===== src/design/tscac_pkg.sv =====
/*
 constants, field layouts and types for the temperature sensor
 conversion and alarm control core.
 assumes an i2c byte framing layer beside the core and an analog front end
 that delivers a signed reading in sixteenths of a degree.
*/
// Overview of operation
// RL1: thresholds share result format; hysteresis capped at limit
// RL2: one-shot in shutdown, self-clears, returns to shutdown
// RL3: bit 4 low enables clock-low bus timeout
// RL4: bit 7 selects normal or extended format
// RL5: result keeps old format until next conversion
// RL6: master writes thresholds in current format
// RL7: rate bits pick 4, 1, 0.25, 0.125 s periods
// RL8: idle between automatic conversions at low power
// RL9: resolution bits pick 8, 9, 10, 12 bits
// RL10: conversion 35 ms at 10 bits, doubling per bit
// RL11: shutdown waits for running conversion to finish
// RL12: registers stay accessible during shutdown
// RL13: clearing shutdown starts continuous conversion at once
// RL14: fault queue needs 1, 2, 4, 6 results
// RL15: hysteresis clear ignores fault queue
// RL16: bit 15 is read-only overtemp flag
// RL17: comparator mode sets above limit, clears below hysteresis
// RL18: interrupt mode flag cleared by any read
// RL19: interrupt mode alternates rising and falling sets
// RL20: shutdown entry clears flag in interrupt mode too
// RL21: crc-8 check byte over whole message when enabled
// RL22: power-on values 0040h, 4b00h, 5000h
// RL23: single data byte lands in upper byte
// RL24: pointer never auto-increments
// RL25: result updates only on conversion completion
// RL26: consecutive over count resets on non-over result
package tscac_pkg;
    localparam logic [7:0] PTR_TEMP = 8'h00;
    localparam logic [7:0] PTR_CFG = 8'h01;
    localparam logic [7:0] PTR_HYST = 8'h02;
    localparam logic [7:0] PTR_OS = 8'h03;

    localparam logic [15:0] TEMP_RST = 16'h0000;
    localparam logic [15:0] CFG_RST = 16'h0040;
    localparam logic [15:0] HYST_RST = 16'h4b00;
    localparam logic [15:0] OS_RST = 16'h5000;
    localparam logic [15:0] CFG_WR_MASK = 16'h1bfe;

    localparam int CLK_MHZ = 50;
    localparam int TIMEOUT_US = 30000;
    localparam int CONV10_US = 35000;
    localparam int RATE_BASE_US = 125000;
    localparam int CONV_QTR_DIV = 4;
    localparam int CONV_QTR [4] = '{1, 2, 4, 16};
    localparam int RATE_MULT [4] = '{32, 8, 2, 1};

    localparam logic [2:0] FAULT_NEED [4] = '{3'h1, 3'h2, 3'h4, 3'h6};
    localparam logic [2:0] FAULT_SAT = 3'h7;
    localparam logic [3:0] RES_FRAC [4] = '{4'h0, 4'h1, 4'h2, 4'h4};
    localparam logic [3:0] LSB_NORMAL = 4'h8;
    localparam logic [3:0] LSB_EXT = 4'h7;

    localparam int TEMP_W = 13;
    localparam logic signed [12:0] NORM_MAX = 13'sh07ff;
    localparam logic signed [12:0] NORM_MIN = 13'sh1800;

    localparam logic [7:0] CRC_POLY = 8'h07;

    typedef struct packed {
        logic ot;
        logic [1:0] rsv_hi;
        logic [1:0] fault;
        logic rsv_mid;
        logic intr;
        logic sd;
        logic fmt;
        logic [1:0] res;
        logic tmo_dis;
        logic pec;
        logic [1:0] rate;
        logic one;
    } tscac_cfg_t;

    typedef struct packed {
        logic [7:0] hi;
        logic [7:0] lo;
        logic has_hi;
        logic has_lo;
    } tscac_stage_t;

    typedef enum logic [1:0] {
        ST_IDLE = 2'b00,
        ST_CONV = 2'b01,
        ST_WAIT = 2'b10
    } tscac_state_t;
endpackage


===== src/design/tscac_core.sv =====
/*
 register file, conversion sequencer, overtemperature flag, crc and
 bus timeout of the temperature sensor.
 assumes an i2c framing layer on clk_i that reports start, stop, pointer,
 data bytes and every bus byte, and fetches read bytes one at a time.
*/
`timescale 1ns/1ps
module tscac_core #(
    parameter int TIMEOUT_CYC = tscac_pkg::TIMEOUT_US * tscac_pkg::CLK_MHZ,
    parameter int CONV10_CYC = tscac_pkg::CONV10_US * tscac_pkg::CLK_MHZ,
    parameter int RATE_BASE_CYC = tscac_pkg::RATE_BASE_US * tscac_pkg::CLK_MHZ
) (
    input wire logic clk_i,
    input wire logic rst_i,
    input wire logic scl_i,
    input wire logic msg_start_i,
    input wire logic msg_stop_i,
    input wire logic bus_byte_valid_i,
    input wire logic [7:0] bus_byte_i,
    input wire logic ptr_wr_i,
    input wire logic [7:0] ptr_i,
    input wire logic wr_byte_valid_i,
    input wire logic [7:0] wr_byte_i,
    input wire logic rd_req_i,
    input wire logic signed [tscac_pkg::TEMP_W-1:0] temp_raw_i,
    output logic [7:0] rd_data_o,
    output logic rd_valid_o,
    output logic [7:0] pec_o,
    output logic bus_reset_o,
    output logic conv_active_o,
    output logic overtemp_o
);
    if (TIMEOUT_CYC < 1 || CONV10_CYC < 4 || RATE_BASE_CYC < 1 ||
        RATE_BASE_CYC > 67108863 || CONV10_CYC > 268435455) begin : g_chk
        $error("tscac_core: timing parameter out of range");
    end

    localparam logic [31:0] TMO_C = 32'(TIMEOUT_CYC);

    logic scl_meta_reg, scl_sync_reg;
    logic [31:0] low_cnt_reg;
    logic bus_reset_reg;
    logic [7:0] crc_reg;
    logic [7:0] ptr_reg;
    tscac_pkg::tscac_stage_t stage_reg, prev_reg, use_stg;
    logic wr_tog_reg, rd_tog_reg;
    tscac_pkg::tscac_cfg_t cfg_reg, wr_cfg, cfg_rd;
    logic [15:0] hyst_reg, os_reg, result_reg;
    tscac_pkg::tscac_state_t state_reg;
    logic [31:0] t_reg, conv_len, period;
    logic shot_reg;
    logic [2:0] fault_cnt_reg;
    logic flag_reg, arm_low_reg;
    logic [7:0] rd_data_reg;
    logic rd_valid_reg;
    logic commit, cfg_wr, done, wrap, sd_enter, over, over_q, under;
    logic [15:0] cur_word, wr_word, rd_word, res_next, eff_hyst, mask;
    logic signed [12:0] t_clamp;
    logic [3:0] lsb;

    function automatic logic [7:0] crc8(input logic [7:0] c, input logic [7:0] d);
        logic [7:0] x;
        x = c ^ d;
        for (int i = 0; i < 8; i++) begin
            x = x[7] ? ((x << 1) ^ tscac_pkg::CRC_POLY) : (x << 1);
        end
        return x;
    endfunction

    // clock line synchroniser
    always_ff @(posedge clk_i or posedge rst_i) begin
        if (rst_i) begin
            scl_meta_reg <= 1'b1;
            scl_sync_reg <= 1'b1;
        end else begin
            scl_meta_reg <= scl_i;
            scl_sync_reg <= scl_meta_reg;
        end
    end

    // clock-low timeout
    always_ff @(posedge clk_i or posedge rst_i) begin
        if (rst_i) begin
            low_cnt_reg <= 32'h0000_0000;
            bus_reset_reg <= 1'b0;
        end else begin
            bus_reset_reg <= 1'b0;
            if (scl_sync_reg || cfg_reg.tmo_dis) begin // [RL3]
                low_cnt_reg <= 32'h0000_0000;
            end else if (low_cnt_reg != TMO_C) begin
                low_cnt_reg <= low_cnt_reg + 32'h0000_0001;
                bus_reset_reg <= (low_cnt_reg == TMO_C - 32'h0000_0001); // [RL3]
            end
        end
    end

    // packet error code over every bus byte
    always_ff @(posedge clk_i or posedge rst_i) begin
        if (rst_i) begin
            crc_reg <= 8'h00;
        end else if (bus_byte_valid_i) begin
            crc_reg <= crc8(msg_start_i ? 8'h00 : crc_reg, bus_byte_i); // [RL21]
        end else if (msg_start_i) begin
            crc_reg <= 8'h00;
        end
    end

    // pointer, write staging and read byte select
    always_ff @(posedge clk_i or posedge rst_i) begin
        if (rst_i) begin
            ptr_reg <= tscac_pkg::PTR_TEMP;
            stage_reg <= '0;
            prev_reg <= '0;
            wr_tog_reg <= 1'b0;
            rd_tog_reg <= 1'b0;
        end else if (msg_start_i || msg_stop_i || bus_reset_reg || ptr_wr_i) begin
            if (ptr_wr_i && !bus_reset_reg) begin
                ptr_reg <= ptr_i;
            end
            stage_reg <= '0;
            prev_reg <= '0;
            wr_tog_reg <= 1'b0;
            rd_tog_reg <= 1'b0;
        end else begin
            if (wr_byte_valid_i) begin
                prev_reg <= stage_reg;
                wr_tog_reg <= ~wr_tog_reg;
                if (!wr_tog_reg) begin // [RL23]
                    stage_reg.hi <= wr_byte_i;
                    stage_reg.has_hi <= 1'b1;
                end else begin
                    stage_reg.lo <= wr_byte_i;
                    stage_reg.has_lo <= 1'b1;
                end
            end
            if (rd_req_i) begin
                rd_tog_reg <= ~rd_tog_reg; // [RL24]
            end
        end
    end

    // commit decode
    always_comb begin
        use_stg = cfg_reg.pec ? prev_reg : stage_reg; // [RL21]
        commit = msg_stop_i && !bus_reset_reg && use_stg.has_hi &&
                 (!cfg_reg.pec || crc_reg == 8'h00); // [RL21]
        if (ptr_reg == tscac_pkg::PTR_CFG) begin
            cur_word = cfg_reg;
        end else if (ptr_reg == tscac_pkg::PTR_HYST) begin
            cur_word = hyst_reg;
        end else begin
            cur_word = os_reg;
        end
        wr_word = {use_stg.hi, use_stg.has_lo ? use_stg.lo : cur_word[7:0]}; // [RL23]
        wr_cfg = tscac_pkg::tscac_cfg_t'(wr_word);
        cfg_wr = commit && ptr_reg == tscac_pkg::PTR_CFG;
    end

    // writable registers; accepted in any mode
    always_ff @(posedge clk_i or posedge rst_i) begin
        if (rst_i) begin
            cfg_reg <= tscac_pkg::tscac_cfg_t'(tscac_pkg::CFG_RST); // [RL22]
            hyst_reg <= tscac_pkg::HYST_RST; // [RL22]
            os_reg <= tscac_pkg::OS_RST; // [RL22]
        end else if (commit) begin // [RL12]
            if (ptr_reg == tscac_pkg::PTR_CFG) begin
                cfg_reg <= tscac_pkg::tscac_cfg_t'(wr_word & tscac_pkg::CFG_WR_MASK);
            end else if (ptr_reg == tscac_pkg::PTR_HYST) begin
                hyst_reg <= wr_word;
            end else if (ptr_reg == tscac_pkg::PTR_OS) begin
                os_reg <= wr_word;
            end
        end
    end

    // conversion timing
    always_comb begin
        conv_len = 32'((CONV10_CYC * tscac_pkg::CONV_QTR[cfg_reg.res]) /
                       tscac_pkg::CONV_QTR_DIV); // [RL9] [RL10]
        period = 32'(RATE_BASE_CYC * tscac_pkg::RATE_MULT[cfg_reg.rate]); // [RL7]
        // at-or-past, so a shorter setting written mid-count cannot skip the end
        done = state_reg == tscac_pkg::ST_CONV && t_reg >= conv_len - 32'h0000_0001;
        wrap = !cfg_reg.sd && state_reg != tscac_pkg::ST_IDLE &&
               t_reg >= period - 32'h0000_0001; // [RL7]
        sd_enter = (done && cfg_reg.sd && !shot_reg) ||
                   (state_reg == tscac_pkg::ST_WAIT && cfg_reg.sd);
    end

    // conversion sequencer
    always_ff @(posedge clk_i or posedge rst_i) begin
        if (rst_i) begin
            state_reg <= tscac_pkg::ST_CONV;
            t_reg <= 32'h0000_0000;
            shot_reg <= 1'b0;
        end else if (cfg_wr && cfg_reg.sd && !wr_cfg.sd) begin
            state_reg <= tscac_pkg::ST_CONV; // [RL13]
            t_reg <= 32'h0000_0000;
            shot_reg <= 1'b0;
        end else if (cfg_wr && cfg_reg.sd && wr_cfg.sd && wr_cfg.one &&
                     state_reg == tscac_pkg::ST_IDLE) begin
            state_reg <= tscac_pkg::ST_CONV; // [RL2]
            t_reg <= 32'h0000_0000;
            shot_reg <= 1'b1;
        end else begin
            case (state_reg)
                tscac_pkg::ST_CONV: begin
                    if (done) begin
                        shot_reg <= 1'b0; // [RL2]
                        if (cfg_reg.sd) begin
                            state_reg <= tscac_pkg::ST_IDLE; // [RL11] [RL2]
                        end else if (wrap) begin
                            t_reg <= 32'h0000_0000;
                        end else begin
                            state_reg <= tscac_pkg::ST_WAIT; // [RL8]
                            t_reg <= t_reg + 32'h0000_0001;
                        end
                    end else if (wrap) begin
                        t_reg <= 32'h0000_0000;
                    end else begin
                        t_reg <= t_reg + 32'h0000_0001;
                    end
                end
                tscac_pkg::ST_WAIT: begin
                    if (cfg_reg.sd) begin
                        state_reg <= tscac_pkg::ST_IDLE;
                    end else if (wrap) begin
                        state_reg <= tscac_pkg::ST_CONV; // [RL7]
                        t_reg <= 32'h0000_0000;
                    end else begin
                        t_reg <= t_reg + 32'h0000_0001;
                    end
                end
                default: begin
                    t_reg <= 32'h0000_0000;
                end
            endcase
        end
    end

    // result formatting and threshold compare
    always_comb begin
        if (temp_raw_i > tscac_pkg::NORM_MAX) begin
            t_clamp = tscac_pkg::NORM_MAX;
        end else if (temp_raw_i < tscac_pkg::NORM_MIN) begin
            t_clamp = tscac_pkg::NORM_MIN;
        end else begin
            t_clamp = temp_raw_i;
        end
        lsb = (cfg_reg.fmt ? tscac_pkg::LSB_EXT : tscac_pkg::LSB_NORMAL) -
              tscac_pkg::RES_FRAC[cfg_reg.res]; // [RL9]
        mask = ~((16'h0001 << lsb) - 16'h0001);
        res_next = (cfg_reg.fmt ? {temp_raw_i, 3'h0} : {t_clamp[11:0], 4'h0}) & mask; // [RL4]
        eff_hyst = ($signed(hyst_reg) > $signed(os_reg)) ? os_reg : hyst_reg; // [RL1] [RL6]
        over = $signed(res_next) > $signed(os_reg); // [RL26]
        under = $signed(res_next) < $signed(eff_hyst);
        over_q = over && ({1'b0, fault_cnt_reg} + 4'h1 >=
                          {1'b0, tscac_pkg::FAULT_NEED[cfg_reg.fault]}); // [RL14]
    end

    always_ff @(posedge clk_i or posedge rst_i) begin
        if (rst_i) begin
            result_reg <= tscac_pkg::TEMP_RST;
        end else if (done) begin
            result_reg <= res_next; // [RL25] [RL5]
        end
    end

    // overtemperature flag and fault queue
    always_ff @(posedge clk_i or posedge rst_i) begin
        if (rst_i) begin
            fault_cnt_reg <= 3'h0;
            flag_reg <= 1'b0;
            arm_low_reg <= 1'b0;
        end else begin
            if (sd_enter || (done && !over)) begin
                fault_cnt_reg <= 3'h0; // [RL26]
            end else if (done && fault_cnt_reg != tscac_pkg::FAULT_SAT) begin
                fault_cnt_reg <= fault_cnt_reg + 3'h1;
            end
            if (done && !cfg_reg.intr && over_q) begin
                flag_reg <= 1'b1; // [RL17]
            end else if (done && cfg_reg.intr && !arm_low_reg && over_q) begin
                flag_reg <= 1'b1; // [RL18]
                arm_low_reg <= 1'b1; // [RL19]
            end else if (done && cfg_reg.intr && arm_low_reg && under) begin
                flag_reg <= 1'b1; // [RL19] [RL15]
                arm_low_reg <= 1'b0;
            end else if (sd_enter) begin
                flag_reg <= 1'b0; // [RL17] [RL20]
                arm_low_reg <= 1'b0;
            end else if (done && !cfg_reg.intr && under) begin
                flag_reg <= 1'b0; // [RL15] [RL17]
            end else if (rd_req_i && cfg_reg.intr) begin
                flag_reg <= 1'b0; // [RL18]
            end
        end
    end

    // read path
    always_comb begin
        cfg_rd = cfg_reg;
        cfg_rd.ot = flag_reg; // [RL16]
        cfg_rd.one = shot_reg; // [RL2]
        if (ptr_reg == tscac_pkg::PTR_TEMP) begin
            rd_word = result_reg;
        end else if (ptr_reg == tscac_pkg::PTR_CFG) begin
            rd_word = cfg_rd;
        end else if (ptr_reg == tscac_pkg::PTR_HYST) begin
            rd_word = hyst_reg;
        end else if (ptr_reg == tscac_pkg::PTR_OS) begin
            rd_word = os_reg;
        end else begin
            rd_word = 16'h0000;
        end
    end

    always_ff @(posedge clk_i or posedge rst_i) begin
        if (rst_i) begin
            rd_data_reg <= 8'h00;
            rd_valid_reg <= 1'b0;
        end else begin
            rd_valid_reg <= rd_req_i;
            if (rd_req_i) begin
                rd_data_reg <= rd_tog_reg ? rd_word[7:0] : rd_word[15:8]; // [RL24]
            end
        end
    end

    assign rd_data_o = rd_data_reg;
    assign rd_valid_o = rd_valid_reg;
    assign pec_o = crc_reg;
    assign bus_reset_o = bus_reset_reg;
    assign conv_active_o = state_reg == tscac_pkg::ST_CONV;
    assign overtemp_o = flag_reg;
endmodule


===== config.mk =====
export PLATFORM = sky130hd
export DESIGN_NAME = tscac_core
export DESIGN_NICKNAME = d
export VERILOG_FILES = /design/src/design/tscac_pkg.sv /design/src/design/tscac_core.sv
export SDC_FILE = /design/constraint.sdc
export NUM_CORES = 1
export LEC_CHECK = 0
export BUFFER_PORTS_ARGS = -buffer_cell sky130_fd_sc_hd__buf_2
export CAP_MARGIN = 20
export CORE_UTILIZATION = 59
export CTS_BUF_LIST = sky130_fd_sc_hd__clkbuf_4 sky130_fd_sc_hd__clkbuf_8
export DETAILED_ROUTE_END_ITERATION = 6
export PLACE_DENSITY = 0.87
export SETUP_SLACK_MARGIN = 0.1
export SYNTH_ARGS = -nofsm -noshare
export SYNTH_HDL_FRONTEND = slang
export SYNTH_SLANG_ARGS = --single-unit

===== constraint.sdc =====
create_clock -name clk_i -period 5.7 [get_ports clk_i]
set_input_delay 0.57 -clock clk_i [delete_from_list [all_inputs] [get_ports clk_i]]
set_output_delay 0.57 -clock clk_i [all_outputs]
set_load 0.02 [all_outputs]

==> flow_metrics.py <==
metrics = {
    "outcome": {
        "status": "complete, but fails checks",
        "violations": "setup timing",
    },
    "cells_and_area": {
        "area_growth_pct": 17.9,
        "drive_gt1_share_pct": 22.3,
        "fin_nets": 1939,
        "diodes": 0,
        "utilization_pct": 71.7,
    },
    "drt": {
        "drtIter0Drc": 1449,
        "drc": 0,
        "ant_nets": 0,
        "wl_mm": 42.0,
        "post_drt_wl_per_cell_um": 20.4,
        "dr.pass1.iters": 6,
        "vias_per_cell": 6.44,
        "num_vias": 13200,
    },
    "timing": {
        "setup_slack_ps": -156,
        "fin_hold_ws_ps": 178,
        "rsz0062_at_grt": "yes",
        "fin_crit_sh_pct": 103,
        "fin_worst_skew_ps": 27.9,
        "setup_tns_ps": -1490,
        "fmaxAchievable_ghz": 0.171,
        "period_minus_slack_ps": 5860,
        "relSlewSlack_pct": 27.9,
        "slew_viol_final": 0,
        "setup_viol_count_final": 26,
        "max_slew.worst_pin.slew_ps": 1080,
        "hold_viol": 0,
    },
    "die": {
        "initial_core_util_pct": 60.8,
        "die_w_um": 158,
        "die_height_um": 158,
        "rows": 56,
        "die-area_mm2": 0.0250,
        "io_pins": 66,
        "core_mm2": 0.0237,
    },
    "critical_path": {
        "crit_required_ps": 6070,
        "critPathKind": "flip-flop to flip-flop",
        "arrival_ps": 6230,
        "critPathMostFrequentCell": "ha_1",
        "cp_slowest_cell": "dfstp_2",
        "cpLargestDelayFamily": "compound AO/OA/AOI/OAI gates",
        "critPathLaunchType": "flip-flop",
        "end_kind": "flip-flop",
        "critPathMaxStageDelay_ps": 650,
        "cp_num_buf_inv": 6,
        "worstPathMaxFanout": 9,
    },
    "power_and_ir_drop": {
        "p_leak_nw": 7.59,
        "pwr_density_cell_mw_per_mm2": 172,
        "ir_worst_vdd_mv": 0.215,
    },
    "global_routing": {
        "grtUsageTotal_pct": 33.1,
        "grt_pass1_vias": 12700,
        "grt_max_degree": 195,
        "grt_pass1_wl_mm": 64.9,
        "overflow": 0,
        "antenna_found_initial": 0,
    },
    "run": {
        "maxCapViolations": 0,
    },
    "clock_network": {
        "cts_buffers": 17,
        "htreeDepth": 4,
        "clock_sinks": 194,
        "cts-root-buf": "clkbuf_8",
        "clk_pin_slew_ps": 110,
        "clock_latency_ps": 490,
        "clockBufferDepth": 2,
        "cts_tree": "done",
    },
    "synthesis": {
        "ys_async_sr_fraction_pct": 100,
        "ys_ff_latch": 194,
        "synth-edff-count": 0,
        "ys_seq_area_share_pct": 33.8,
        "synth.avg_cell_area_um2": 8.93,
        "synthesis.area_mm2": 0.0144,
        "synth_cells": 1614,
        "yosysWarnings": 0,
        "ys.flop_type": "dfrtp_1",
        "yosys.cell_types.count": 88,
    },
    "place": {
        "portBuffers": 65,
        "dp_slack_ps": -248,
        "dp.final_hpwl_mm": 29.0,
        "gp_congestion": 0.980,
    },
    "hold_path": {
        "hold_class": "primary input to flip-flop",
    },
}
-- metal layers --
layer  up-vias  part of all wire [%]  global-route usage [%]
met5         -                     0                       0
met4         0                   3.9                    13.3
met3       158                   8.0                    5.33
met2       708                    48                    54.7
met1      6345                    40                    43.3
li1       6029                     -                       -
-- through the flow --
step | instances | cell area [µm²] | total power [mW]
global placement | 1990 | 15400 | 1.91
detailed placement | 1990 | 15400 | 1.92
global route | 2057 | 17000 | 3.03
floorplan | 1615 | 14500 | 1.80
finish | 2057 | 17000 | 2.92
CTS | 2041 | 16300 | 2.91
-- cells by family after synthesis --
logic type | share of synthesized area (%)
AOI/OAI and AO/OA | 16.9
xor gates and xnor gates | 4.19
adders and majority gates | 15.0
buffers and inverters | 4.59
DFF | 33.8
muxes | 7.09
other | 0.0260
and+or+nand+nor | 18.5
-- cell usage in the layout, fill, tap and decap left out, types with 8 or more instances in the layout --
master and count:
xnor2_1 36, inv_1 74, and3_1 24, nand4_1 24
a21oi_2 10, buf_6 18, o211ai_1 12, o21ai_2 9
xor2_1 32, o21ai_0 70, inv_2 10, clkbuf_8 19
mux2i_1 59, o22ai_1 15, nor2_1 164, nor2b_1 20
ha_4 26, nand3_1 49, nor4_1 15, and2_1 9
mux2_2 31, a211oi_2 9, buf_4 72, nor3_1 28
and4_1 9, dfstp_2 10, a211oi_1 8, a21o_1 15
a31oi_1 9, a21oi_1 117, buf_2 66, nand2_1 138
or3_1 9, dfrtp_1 181, ha_1 134
-- final cells by class --
cell class | count | area [µm²]
Tap cell | 319 | 399
Fill cell | 1727 | 6700
Inverter | 90 | 357
Clock inverter | 13 | 188
Multi-Input combinational cell | 1258 | 9660
Timing Repair Buffer | 164 | 1240
Sequential cell | 194 | 4870
Clock buffer | 19 | 262
-- cells in the mapped netlist, drive strengths merged, types with 8 or more instances --
cell type  number  share of area (%)
xor2           33                2.0
clkbuf         50                1.3
xnor2          36                2.2
nor4           19               0.82
buf            24               0.93
a31oi           9               0.39
nor2b          20               0.87
and2           13               0.58
ha            161                 14
o221a           8               0.63
inv            89                2.3
o22ai          16               0.69
nor2          170                4.4
mux2i          60                4.2
nand2         143                3.7
or3            10               0.43
nand2b          8               0.35
a21oi         133                4.6
mux2           31                2.4
and4            9               0.55
o21ai          83                3.0
dfrtp         184                 32
dfstp          10                1.8
nor3           32                1.2
o211ai         13               0.77
a211oi         19                1.1
and3           24                1.0
a21o           15               0.78
nand3          49                1.7
nand4          24                1.0
-- path summary, 6_finish.rpt --
check,startpoint,cells past startpoint,slack (ps),endpoint
min reg2reg,scl_meta_reg$_DFF_PP1_,0,370,scl_sync_reg$_DFF_PP1_
max reg2reg,cfg_rd[6]$_DFFE_PP1P_,28,-160,overtemp_o$_DFFE_PP0P_
max in group asynchronous,rst_i,3,4520,cfg_rd[5]$_DFFE_PP0P_
min,scl_i,1,180,scl_meta_reg$_DFF_PP1_
max,cfg_rd[6]$_DFFE_PP1P_,28,-160,overtemp_o$_DFFE_PP0P_
min in group asynchronous,rst_i,3,360,low_cnt_reg[28]$_DFFE_PP0P_
-- report_power, final --
group / internal (mW) / switching, mW / total (mW)
logic: 0.175 / 0.260 / 0.435
registers: 1.42 / 0.0621 / 1.48
clock network: 0.440 / 0.571 / 1.01
total: 2.03 / 0.894 / 2.92
-- timing repair --
| item | CTS | global route |
|---|---|---|
| gates cloned | 1 | 3 |
| buffers inserted | 18 | 13 |
| gates resized for setup | 67 | 98 |
| endpoints found under the setup margin | 52 | 52 |
| hold buffers | 0 | 0 |
| pin swaps | 59 | 69 |
Note: power is estimated with default switching activity, not from simulation.
